===== src/dsr_pkg.sv =====
// constants for converter source routing and pulse-mode register bank
// assumes byte addresses are four times the register index
package dsr_pkg;
    localparam int DSR_ADDR_W = 12;
    // register indices, byte address is index times four
    localparam logic [9:0] DSR_IDX_DP_ENABLE = 10'h2e0;
    localparam logic [9:0] DSR_IDX_GAIN = 10'h2e2;
    localparam logic [9:0] DSR_IDX_FORMAT = 10'h2e3;
    localparam logic [9:0] DSR_IDX_SOURCE = 10'h2e4;
    localparam logic [9:0] DSR_IDX_PULSE = 10'h2e8;
    localparam logic [9:0] DSR_IDX_INTERP = 10'h2f0;
    // reset values
    localparam logic [7:0] DSR_RST_DP_ENABLE = 8'h00;
    localparam logic [7:0] DSR_RST_GAIN = 8'h00;
    localparam logic [7:0] DSR_RST_FORMAT = 8'h00;
    localparam logic [7:0] DSR_RST_SOURCE = 8'h00;
    localparam logic [7:0] DSR_RST_PULSE = 8'h00;
    localparam logic [7:0] DSR_RST_INTERP = 8'h00;
    // field positions
    localparam int DSR_SRC0_LSB = 0;
    localparam int DSR_SRC1_LSB = 4;
    localparam int DSR_PULSE_A_LSB = 0;
    localparam int DSR_PULSE_B_LSB = 4;
    localparam int DSR_MASK_W = 4;
    localparam int DSR_NUM_UPCONV = 4;
    localparam int DSR_NUM_CONV = 2;
    // writable bits per register, then upconverter enable patterns
    localparam logic [7:0] DSR_WMASK_BIT0 = 8'h01;
    localparam logic [7:0] DSR_WMASK_PULSE = 8'h77;
    localparam logic [3:0] DSR_UPCONV_ALL = 4'hf;
    localparam logic [3:0] DSR_UPCONV_PAIR = 4'h3;

    typedef enum logic [2:0] {
        DSR_PM_NRZ = 3'h0,
        DSR_PM_RTI = 3'h1,
        DSR_PM_RTZ = 3'h2,
        DSR_PM_DRLP = 3'h3,
        DSR_PM_DRHP = 3'h4,
        DSR_PM_RSV5 = 3'h5,
        DSR_PM_OFF = 3'h6,
        DSR_PM_RSV7 = 3'h7
    } dsr_pulse_mode_t;
endpackage


===== src/dsr_routing_top.sv =====
// register bank and sample routing for two converter channels
// assumes an apb master on pclk; samples arrive synchronous to pclk
`timescale 1ns/1ps
module dsr_routing_top
    import dsr_pkg::*;
#(
    parameter int SAMPLE_W = 16
)
(
    input wire logic pclk,
    input wire logic presetn,
    input wire logic psel,
    input wire logic penable,
    input wire logic pwrite,
    input wire logic [DSR_ADDR_W-1:0] paddr,
    input wire logic [31:0] pwdata,
    output logic [31:0] prdata,
    output logic pready,
    output logic pslverr,
    input wire logic signed [SAMPLE_W-1:0] stream_i,
    input wire logic signed [SAMPLE_W-1:0] stream_q,
    input wire logic [DSR_NUM_UPCONV*SAMPLE_W-1:0] upconv_real,
    input wire logic [2*SAMPLE_W-1:0] upconv_imag,
    output logic datapath_run,
    output logic upconv_complex_select,
    output logic [DSR_NUM_UPCONV-1:0] upconv_enable,
    output logic signed [SAMPLE_W-1:0] converter_a_sample,
    output logic signed [SAMPLE_W-1:0] converter_b_sample,
    output logic [2:0] converter_a_pulse_mode,
    output logic [2:0] converter_b_pulse_mode,
    output logic converter_a_enable,
    output logic converter_b_enable
);
    // elaboration-time refusal of widths the accumulator cannot serve
    if (SAMPLE_W < 4 || SAMPLE_W > 28)
    begin : g_bad_width
        $error("dsr_routing_top: SAMPLE_W out of range");
    end

    logic [7:0] dp_enable_r;
    logic [7:0] gain_r;
    logic [7:0] format_r;
    logic [7:0] source_r;
    logic [7:0] pulse_r;
    logic [7:0] interp_r;
    logic [31:0] prdata_r;
    logic pready_r;
    logic pslverr_r;

    logic [9:0] idx;
    logic hit;
    logic [7:0] rd_val;
    logic do_write;

    assign idx = paddr[DSR_ADDR_W-1:2];

    always_comb
    begin
        hit = 1'b1;
        rd_val = 8'h00;
        case (idx)
            DSR_IDX_DP_ENABLE: rd_val = dp_enable_r;
            DSR_IDX_GAIN: rd_val = gain_r;
            DSR_IDX_FORMAT: rd_val = format_r;
            DSR_IDX_SOURCE: rd_val = source_r;
            DSR_IDX_PULSE: rd_val = pulse_r;
            DSR_IDX_INTERP: rd_val = interp_r;
            default: hit = 1'b0;
        endcase
    end

    // one wait state: pready rises in the second access cycle
    always_ff @(posedge pclk or negedge presetn)
    begin
        if (!presetn)
        begin
            pready_r <= 1'b0;
            pslverr_r <= 1'b0;
            prdata_r <= 32'h0000_0000;
        end
        else
        begin
            pready_r <= psel && penable && !pready_r;
            pslverr_r <= psel && penable && !pready_r && !hit;
            if (psel && penable && !pready_r && !pwrite)
            begin
                prdata_r <= {24'h00_0000, rd_val};
            end
        end
    end

    assign do_write = psel && penable && pready_r && pwrite && hit;

    // datapath enable; clear holds the datapath in reset
    always_ff @(posedge pclk or negedge presetn)
    begin
        if (!presetn)
        begin
            dp_enable_r <= DSR_RST_DP_ENABLE;
        end
        else if (do_write && idx == DSR_IDX_DP_ENABLE)
        begin
            dp_enable_r <= pwdata[7:0] & DSR_WMASK_BIT0;
        end
    end

    // two gain bits per upconverter source
    always_ff @(posedge pclk or negedge presetn)
    begin
        if (!presetn)
        begin
            gain_r <= DSR_RST_GAIN;
        end
        else if (do_write && idx == DSR_IDX_GAIN)
        begin
            gain_r <= pwdata[7:0];
        end
    end

    // settings take writes at any time; software keeps them still while running
    always_ff @(posedge pclk or negedge presetn)
    begin
        if (!presetn)
        begin
            format_r <= DSR_RST_FORMAT;
        end
        else if (do_write && idx == DSR_IDX_FORMAT)
        begin
            format_r <= pwdata[7:0] & DSR_WMASK_BIT0;
        end
    end

    always_ff @(posedge pclk or negedge presetn)
    begin
        if (!presetn)
        begin
            source_r <= DSR_RST_SOURCE;
        end
        else if (do_write && idx == DSR_IDX_SOURCE)
        begin
            source_r <= pwdata[7:0];
        end
    end

    // reserved bits 7 and 3 stay zero
    always_ff @(posedge pclk or negedge presetn)
    begin
        if (!presetn)
        begin
            pulse_r <= DSR_RST_PULSE;
        end
        else if (do_write && idx == DSR_IDX_PULSE)
        begin
            pulse_r <= pwdata[7:0] & DSR_WMASK_PULSE;
        end
    end

    // upconverters active or bypassed
    always_ff @(posedge pclk or negedge presetn)
    begin
        if (!presetn)
        begin
            interp_r <= DSR_RST_INTERP;
        end
        else if (do_write && idx == DSR_IDX_INTERP)
        begin
            interp_r <= pwdata[7:0] & DSR_WMASK_BIT0;
        end
    end

    logic dp_on;
    logic cplx;
    logic active;
    logic [DSR_MASK_W*SAMPLE_W-1:0] src_vec;
    logic signed [SAMPLE_W-1:0] sum_c [DSR_NUM_CONV];
    logic [DSR_MASK_W-1:0] mask_c [DSR_NUM_CONV];
    logic [2:0] mode_c [DSR_NUM_CONV];
    logic [DSR_NUM_CONV-1:0] conv_on;

    assign dp_on = dp_enable_r[0];
    assign cplx = format_r[0];
    assign active = interp_r[0];
    assign mask_c[0] = source_r[DSR_SRC0_LSB +: DSR_MASK_W];
    assign mask_c[1] = source_r[DSR_SRC1_LSB +: DSR_MASK_W];
    assign mode_c[0] = pulse_r[DSR_PULSE_A_LSB +: 3];
    assign mode_c[1] = pulse_r[DSR_PULSE_B_LSB +: 3];

    // gain code: 0 -> 0 dB, 1 -> -6 dB, 2 and reserved 3 -> -12 dB
    function automatic logic signed [SAMPLE_W-1:0] scale(
        input logic signed [SAMPLE_W-1:0] s,
        input logic [1:0] g
    );
        logic signed [SAMPLE_W-1:0] r;
        r = s;
        case (g)
            2'h0: r = s;
            2'h1: r = s >>> 1;
            default: r = s >>> 2;
        endcase
        return r;
    endfunction

    // candidate source per mask bit
    genvar k;
    generate
        for (k = 0; k < DSR_MASK_W; k++)
        begin : g_src
            logic signed [SAMPLE_W-1:0] pick;
            always_comb
            begin
                pick = '0;
                if (!active)
                begin
                    if (k == 0)
                    begin
                        pick = stream_i;
                    end
                    else if (k == 1)
                    begin
                        pick = stream_q;
                    end
                    else
                    begin
                        pick = '0;
                    end
                end
                else if (cplx && k >= 2)
                begin
                    pick = scale(upconv_imag[(k%2)*SAMPLE_W +: SAMPLE_W], gain_r[2*k +: 2]);
                end
                else
                begin
                    pick = scale(upconv_real[k*SAMPLE_W +: SAMPLE_W], gain_r[2*k +: 2]);
                end
            end
            assign src_vec[k*SAMPLE_W +: SAMPLE_W] = pick;
        end

        for (k = 0; k < DSR_NUM_CONV; k++)
        begin : g_conv
            dsr_sat_sum #(
                .SAMPLE_W(SAMPLE_W)
            ) u_sum (
                .src(src_vec),
                .mask(mask_c[k]),
                .sum(sum_c[k])
            );
            assign conv_on[k] = (mode_c[k] != DSR_PM_RSV5) && (mode_c[k] != DSR_PM_OFF)
                && (mode_c[k] != DSR_PM_RSV7);
        end
    endgenerate

    // converter samples, converter enables and upconverter enables cleared while disabled
    always_ff @(posedge pclk or negedge presetn)
    begin
        if (!presetn)
        begin
            datapath_run <= 1'b0;
            upconv_complex_select <= 1'b0;
            upconv_enable <= 4'h0;
            converter_a_sample <= '0;
            converter_b_sample <= '0;
            converter_a_pulse_mode <= 3'h0;
            converter_b_pulse_mode <= 3'h0;
            converter_a_enable <= 1'b0;
            converter_b_enable <= 1'b0;
        end
        else
        begin
            datapath_run <= dp_on;
            upconv_complex_select <= cplx;
            if (!dp_on || !active)
            begin
                upconv_enable <= 4'h0;
            end
            else
            begin
                upconv_enable <= cplx ? DSR_UPCONV_PAIR : DSR_UPCONV_ALL;
            end
            converter_a_pulse_mode <= mode_c[0];
            converter_b_pulse_mode <= mode_c[1];
            converter_a_enable <= dp_on && conv_on[0];
            converter_b_enable <= dp_on && conv_on[1];
            converter_a_sample <= (dp_on && conv_on[0]) ? sum_c[0] : '0;
            converter_b_sample <= (dp_on && conv_on[1]) ? sum_c[1] : '0;
        end
    end

    assign prdata = prdata_r;
    assign pready = pready_r;
    assign pslverr = pslverr_r;
endmodule


===== src/dsr_sat_sum.sv =====
// masked four-input adder with saturation to sample width
// assumes signed two's complement inputs, purely combinational
`timescale 1ns/1ps
module dsr_sat_sum
    import dsr_pkg::*;
#(
    parameter int SAMPLE_W = 16
)
(
    input wire logic [DSR_MASK_W*SAMPLE_W-1:0] src,
    input wire logic [DSR_MASK_W-1:0] mask,
    output logic signed [SAMPLE_W-1:0] sum
);
    localparam int ACC_W = SAMPLE_W + 2;
    localparam logic signed [ACC_W-1:0] MAX_V = ACC_W'((1 << (SAMPLE_W - 1)) - 1);
    localparam logic signed [ACC_W-1:0] MIN_V = -MAX_V - ACC_W'(1);

    logic signed [ACC_W-1:0] acc;

    always_comb
    begin
        acc = '0;
        for (int k = 0; k < DSR_MASK_W; k++)
        begin
            if (mask[k])
            begin
                acc = acc + ACC_W'(signed'(src[k*SAMPLE_W +: SAMPLE_W]));
            end
        end
        if (acc > MAX_V)
        begin
            sum = MAX_V[SAMPLE_W-1:0];
        end
        else if (acc < MIN_V)
        begin
            sum = MIN_V[SAMPLE_W-1:0];
        end
        else
        begin
            sum = acc[SAMPLE_W-1:0];
        end
    end
endmodule


===== config.mk =====
export PLATFORM = sky130hd
export DESIGN_NAME = dsr_routing_top
export DESIGN_NICKNAME = d
export VERILOG_FILES = /design/src/dsr_pkg.sv /design/src/dsr_routing_top.sv /design/src/dsr_sat_sum.sv
export SDC_FILE = /design/constraint.sdc
export NUM_CORES = 1
export LEC_CHECK = 0
export ABC_AREA = 1
export BUFFER_PORTS_ARGS = -buffer_cell sky130_fd_sc_hd__buf_2
export CORE_MARGIN = 3
export CORE_UTILIZATION = 52
export DETAILED_ROUTE_END_ITERATION = 16
export PLACE_DENSITY_LB_ADDON = 0.15
export SETUP_SLACK_MARGIN = 0.15
export SYNTH_ARGS = -nofsm -noshare
export SYNTH_HDL_FRONTEND = slang
export SYNTH_SLANG_ARGS = --single-unit

===== constraint.sdc =====
create_clock -name pclk -period 6.65 [get_ports pclk]
set_clock_uncertainty 0.1 [all_clocks]
set_input_delay 0.665 -clock pclk [delete_from_list [all_inputs] [get_ports pclk]]
set_output_delay 0.665 -clock pclk [all_outputs]
set_load 0.01 [all_outputs]

# [Word level (Yosys, flattened, before mapping)]
# Index checks and enable logic that the tools add are counted.
[totals] output_inout_bits=80 wordCells=104 register_bits=81
[classes] magnitude_cmp=4 n_eq_ne=16 n_addsub=6 mux=30 n_reduce_logical=30
[op_table] op="16-bit two-way mux" n=12
[op_table] op="15-bit one-hot mux with 2 select lines" n=6
[op_table] op="18-bit two-way mux" n=8
[op_table] op="18-bit by 16-bit adder with 18-bit output" n=6
[op_table] op="10-bit equality test (second input constant)" n=6
[op_table] op="8-bit one-hot mux with 6 select lines" n=1
[op_table] op="18-bit by 16-bit > comparator with 1-bit output (second input constant)" n=2
[op_table] op="18-bit by 16-bit less-than comparator with 1-bit output (second input constant)" n=2
[op_table] op="1-bit logical AND" n=19
[op_table] op="3-bit != test (second input constant)" n=6
[op_table] op="2-bit by 1-bit equality test with 1-bit output (second input constant)" n=4
[op_table] op="2-bit logical NOT" n=4
[op_table] op="4-bit two-way mux" n=2
[op_table] op="6-bit OR reduction" n=1
[op_table] op="1-bit logical NOT" n=5
[op_table] op="1-bit logical OR" n=1
[op_table] op="1-bit two-way mux" n=1

# [Longest topological paths before layout]
[logic_depth] depth_word=14 depth_mapped=46

# [By module]
# From an unflattened synthesis, not the netlist that was laid out.
[hier_totals] cells_unflattened=2205 area_unflattened_um2=13023.7
[by_module_without_submodules] module="dsr_routing_top" area_per_inst_um2=5664.2 n_inst=1 cells_per_inst=843 seq_area_each_um2=1976.9
[by_module_without_submodules] module="dsr_sat_sum (g_conv[0].u_sum)" area_per_inst_um2=3692.3 n_inst=1 cells_per_inst=685 seq_area_each_um2=0.0
[by_module_without_submodules] module="dsr_sat_sum (g_conv[1].u_sum)" area_per_inst_um2=3667.3 n_inst=1 cells_per_inst=677 seq_area_each_um2=0.0

# [Worst setup path before layout]
# OpenSTA, ideal clock, no wires.
[synth_path] path_type="register -> register" from="reg interp_r[0]" to="reg converter_a_sample[10]" arrival_ns=6.391 synth_period_minus_slack_ns=6.637 path_buffers=5 setup_ns=0.146 stages_incl_launch_ff=43 path_slack_ns=0.013 path_cell_list="dfrtp_1 -> inv_2 -> buf_6 -> clkbuf_1 -> buf_1 -> buf_1 -> a21oi_1 -> o211ai_1 -> o21ai_0 -> inv_1 -> ha_1 -> inv_1 -> fa_1 -> or2_2 -> o21ai_0 -> inv_1 -> fa_1 -> inv_1 -> [... 7 more ...] -> nand2_1 -> xnor2_1 -> nand2_1 -> and2_1 -> ha_1 -> nand2_1 -> nand2_1 -> a21oi_1 -> o21bai_1 -> a21oi_1 -> o21ai_0 -> nor2_1 -> nand3_1 -> nand2_2 -> inv_2 -> nand2_2 -> buf_6 -> a21oi_2"
[synth_via] elab_chain_cells=12 elab_cells_between_ends=16 classes_between="add/sub: 3; order compare: 2; mux: 11"
[synth_lines] item="start: declaration" line_no="dsr_routing_top.sv:45" source="logic [7:0] interp_r;"
[synth_lines] item="start signal: assignment" line_no="dsr_routing_top.sv:167" source="interp_r <= pwdata[7:0] & DSR_WMASK_BIT0;"
[synth_lines] item="16-bit two-way mux" line_no="dsr_routing_top.sv:212" source="if (!active)"
[synth_lines] item="18-bit two-way mux" line_no="dsr_sat_sum.sv:25" source="if (mask[k])"
[synth_lines] item="18-bit by 16-bit adder with 18-bit output" line_no="dsr_sat_sum.sv:27" source="acc = acc + ACC_W'(signed'(src[k*SAMPLE_W +: SAMPLE_W]));"
[synth_lines] item="18-bit two-way mux" line_no="dsr_sat_sum.sv:25"
[synth_lines] item="18-bit by 16-bit adder with 18-bit output" line_no="dsr_sat_sum.sv:27"
[synth_lines] item="18-bit two-way mux" line_no="dsr_sat_sum.sv:25"
[synth_lines] item="18-bit by 16-bit adder with 18-bit output" line_no="dsr_sat_sum.sv:27"
[synth_lines] item="18-bit two-way mux *" line_no="dsr_sat_sum.sv:25"
[synth_lines] item="18-bit by 16-bit less-than comparator with 1-bit output" line_no="dsr_sat_sum.sv:34" source="else if (acc < MIN_V)"
[synth_lines] item="16-bit two-way mux" line_no="dsr_sat_sum.sv:34"
[synth_lines] item="16-bit two-way mux *" line_no="dsr_sat_sum.sv:30" source="if (acc > MAX_V)"
[synth_lines] item="16-bit two-way mux *" line_no="dsr_routing_top.sv:284" source="converter_a_sample <= (dp_on && conv_on[0]) ? sum_c[0] : '0;"
[synth_lines] item="end signal: assignment" line_no="dsr_routing_top.sv:284"
[synth_lines] item="end: declaration" line_no="dsr_routing_top.sv:27" source="output logic signed [SAMPLE_W-1:0] converter_a_sample,"
# Mark *: on every way between the ends. The rest lies on a longest branch, timed or not.
# A chain may end at the register's enable or synchronous reset.

# [Worst setup path after layout]
[layout_path] from="reg gain_r[1]" to="reg converter_a_sample[8]"
[layout_via] elab_chain_cells=14 elab_cells_between_ends=16 classes_between="add/sub: 3; order compare: 2; eq/ne: 1; mux: 9; reduce/logical: 1"
[layout_lines] item="start: declaration" line_no="dsr_routing_top.sv:41" source="logic [7:0] gain_r;"
[layout_lines] item="start signal: assignment" line_no="dsr_routing_top.sv:116" source="gain_r <= pwdata[7:0];"
[layout_lines] item="2-bit by 1-bit equality test with 1-bit output / 2-bit logical NOT (equally long branches)" line_no="dsr_routing_top.sv:195" source="case (g)"
[layout_lines] item="15-bit one-hot mux with 2 select lines *" line_no="dsr_routing_top.sv:195"
[layout_lines] item="16-bit two-way mux *" line_no="dsr_routing_top.sv:212"
[layout_lines] item="18-bit two-way mux *" line_no="dsr_sat_sum.sv:25"
[layout_lines] item="18-bit by 16-bit adder with 18-bit output" line_no="dsr_sat_sum.sv:27"
[layout_lines] item="18-bit two-way mux *" line_no="dsr_sat_sum.sv:25"
[layout_lines] item="18-bit by 16-bit adder with 18-bit output" line_no="dsr_sat_sum.sv:27"
[layout_lines] item="18-bit two-way mux *" line_no="dsr_sat_sum.sv:25"
[layout_lines] item="18-bit by 16-bit adder with 18-bit output" line_no="dsr_sat_sum.sv:27"
[layout_lines] item="18-bit two-way mux *" line_no="dsr_sat_sum.sv:25"
[layout_lines] item="18-bit by 16-bit less-than comparator with 1-bit output" line_no="dsr_sat_sum.sv:34"
[layout_lines] item="16-bit two-way mux" line_no="dsr_sat_sum.sv:34"
[layout_lines] item="16-bit two-way mux *" line_no="dsr_sat_sum.sv:30"
[layout_lines] item="16-bit two-way mux *" line_no="dsr_routing_top.sv:284"
# Marks and branches as above.

==> impl_metrics.ini <==
[flow_run]
max-cap-violations = 0

[worst_setup_path]
cp.required_ps = 6760
crit_type = reg2reg
critPathCaptureType = flip-flop
path_depth = 36
crit_fanout = 12
crit_family = simple AND/OR/NAND/NOR gates
startpoint_type = flip-flop
slowest_stage = dfrtp_2
path_buf_inv = 3
critPathMaxStageDelay_ps = 500
worst_path_most_repeated_cell = nand2_1
rr_worst_depth = 36
arrival_ps = 6270

[cells_and_area]
layout-drive-gt1-share = 0.2307
fill_cells = 2217
fin_util = 0.6478
multi_input_area_mm2 = 0.009124
regArea_mm2 = 0.001982
syn2layout_area_growth_pct = 21.79
antenna_cells = 0
fin_nets = 2535
fin_area_mm2 = 0.01476

[yosys]
synth_flop_cell = dfrtp_1
synthMostInstantiatedCell = nand2_1
synth_top_area_frac = 0.1651
synth_area_leaders = nand2_1 17%, dfrtp_1 16%, ha_1 9.7%, a21oi_1 8.1%, inv_1 7.2%
yosysTopAreaCell = nand2_1
ys_seq_area_frac = 0.1632
netlist_top_cells_count = 533 x nand2_1, 231 x inv_1, 195 x a21oi_1
synth_cell_type_count = 53
syn_area_mm2 = 0.01212
yosysWarningCount = 0
syn_inst = 1995
syn_avg_cell_area_um2 = 6.073
synth-edff-count = 0
ys_ff_latch = 79
async_flop_share = 1.000

[pwr]
power_density_mw_per_mm2 = 87.14
peakVddDrop_uv = 137.3
leakage_nw = 8.034

[sta]
whs_ps = 307.1
timing.fmax_mhz = 162.2
rsz0062_at_grt = false
setup_ws_ps = 485.9
finalCritPeriodShare = 0.9269
worst_pin_slew_ps = 1042
finalSetupTns_ps = 0
max_slew_margin = 0.3053
final_hold_viol_count = 0
finalSetupViolCount = 0
layout_min_cycle_time_ps = 6164
drv_slew = 0

[drt]
dr.pass1.iters = 6
drtIter0Drc = 1528
wirelength_um = 43330
drc_errors = 0
drtAntennaViolNets = 0
vias = 14560
wire_per_inst_um = 16.82
viasPerCell = 5.653

[min_path]
min_path_cells = 0
hold_path.class = reg2reg

[die]
core-area_mm2 = 0.02278
die_height_um = 158.6
dieArea_mm2 = 0.02517
chipWidth_um = 158.6
start_util = 0.5319
num_rows = 55
ios = 257

[cts]
clock_latency_ps = 350
cts_root_buf = clkbuf_16
cts_tree = built
clockBufferDepth = 2
clkTransAtPathRegs_ps = 80
clock_sinks = 79
htreeDepth = 3
numCtsBuffers = 9

[grt]
grt_pass1_wl_um = 65010
grt_antenna_before_repair = 2
overflow = 0
grt_pass1_vias = 12890
grt_use_total = 0.3260
grt_max_degree = 80

[placement]
dpl.hpwl_um = 34700
dp_slack_ps = -182.8
io_buffers = 206
place_congestion = 0.9909
place_area_mm2 = 0.01395

[status]
outcome = finished clean
-- registers in the layout (all words and copies together) (netlist names), 2 cells and up --
| signal | count |
|---|---|
| prdata | 8 |
| upconv_enable | 2 |
| converter_a_pulse_mode | 3 |
| pulse_r | 6 |
| source_r | 8 |
| converter_b_pulse_mode | 3 |
| converter_a_sample | 16 |
| gain_r | 8 |
| converter_b_sample | 16 |
-- area by class of cell --
type                            count  area share
Timing Repair Buffer              330      0.1379
Sequential cell                    79      0.1343
Inverter                          246     0.06351
Clock buffer                        9     0.01526
Clock inverter                      7    0.004239
Tap cell                          313     0.02654
Multi-Input combinational cell   1592      0.6183
-- where the power goes --
group / switching [mW] / total, mW / leakage (nW) / internal [mW]
Combinational: 0.186 / 0.297 / 6.84 / 0.111
Sequential: 0.000330 / 0.481 / 1.05 / 0.481
Clock: 0.246 / 0.508 / 0.139 / 0.262
Total: 0.433 / 1.29 / 8.03 / 0.853
-- layer usage --
| metal | routed length (um) | GRT usage |
|---|---|---|
| met3 | 3614 | 0.05735 |
| met1 | 18910 | 0.4354 |
| met5 | 13 | 0 |
| met2 | 19530 | 0.5386 |
| met4 | 1258 | 0.09914 |
-- stage by stage --
| stage | power, mW | instances |
|---|---|---|
| 3_3_place_gp | 0.7667 | 2545 |
| 6_report | 1.286 | 2576 |
| 3_5_place_dp | 0.7704 | 2545 |
| 4_1_cts | 1.273 | 2561 |
| 2_1_floorplan | 0.6558 | 2018 |
| 5_1_grt | 1.338 | 2576 |
-- logic make-up (layout without fill, tap and decap cells) --
family	Yosys count	count (layout)	share of synthesized area
simple gates	913	915	0.3297
compound gates	511	511	0.2491
buf+inv	349	592	0.1204
fa+ha+maj	100	100	0.1070
flops	79	79	0.1632
xor+xnor	42	42	0.03036
other cells	1	24	0.0003095
-- placed cells by master, fill, tap and decap left out, drive strengths merged, types with 2 or more instances in the layout --
master      n
and2       10
nor2      136
o22ai      28
nand2     558
nand3     140
nor3b       6
nand3b      6
buf       329
inv       246
o31ai      10
a32o       15
a21boi      7
o211ai      5
xor2       29
clkinv      5
a21o        3
conb       24
o21a        3
a31oi      12
a21oi     220
clkbuf     10
nand4      13
a211oi      3
clkinvlp    2
or2        25
dfrtp      79
nor4        4
ha         94
o221ai     34
fa          6
o21ai     160
o21bai      7
nor3       17
xnor2      13
-- worst register-to-register path, delay by kind of cell (launching register included) --
family / cells / cell delay, ps
DFF: 1 / 500
AOI/OAI and AO/OA: 7 / 1120
and+or+nand+nor: 22 / 2870
xor gates and xnor gates: 1 / 170
adders and majority gates: 3 / 970
buffers and inverters: 3 / 290
-- final timing paths --
check	startpoint	end	slack, ps
setup / recovery	gain_r[1]$_DFFE_PN0P_	converter_a_sample[8]$_DFF_PN0_	490
hold / removal	pulse_r[0]$_DFFE_PN0P_	converter_a_pulse_mode[0]$_DFF_PN0_	310
setup reg to reg	gain_r[1]$_DFFE_PN0P_	converter_a_sample[8]$_DFF_PN0_	490
hold reg to reg	pulse_r[0]$_DFFE_PN0P_	converter_a_pulse_mode[0]$_DFF_PN0_	310
max in group asynchronous	presetn	gain_r[3]$_DFFE_PN0P_	5360
min in group asynchronous	presetn	pready$_DFF_PN0_	370
-- timing repair --
| action | CTS | global route |
|---|---|---|
| pin swaps | 0 | 29 |
| setup endpoints to repair | 21 | 32 |
| hold buffers | 0 | 0 |
| resized for setup | 2 | 119 |
| cloned | 0 | 3 |
| setup buffers | 0 | 12 |
(Power assumes the default switching activity.)
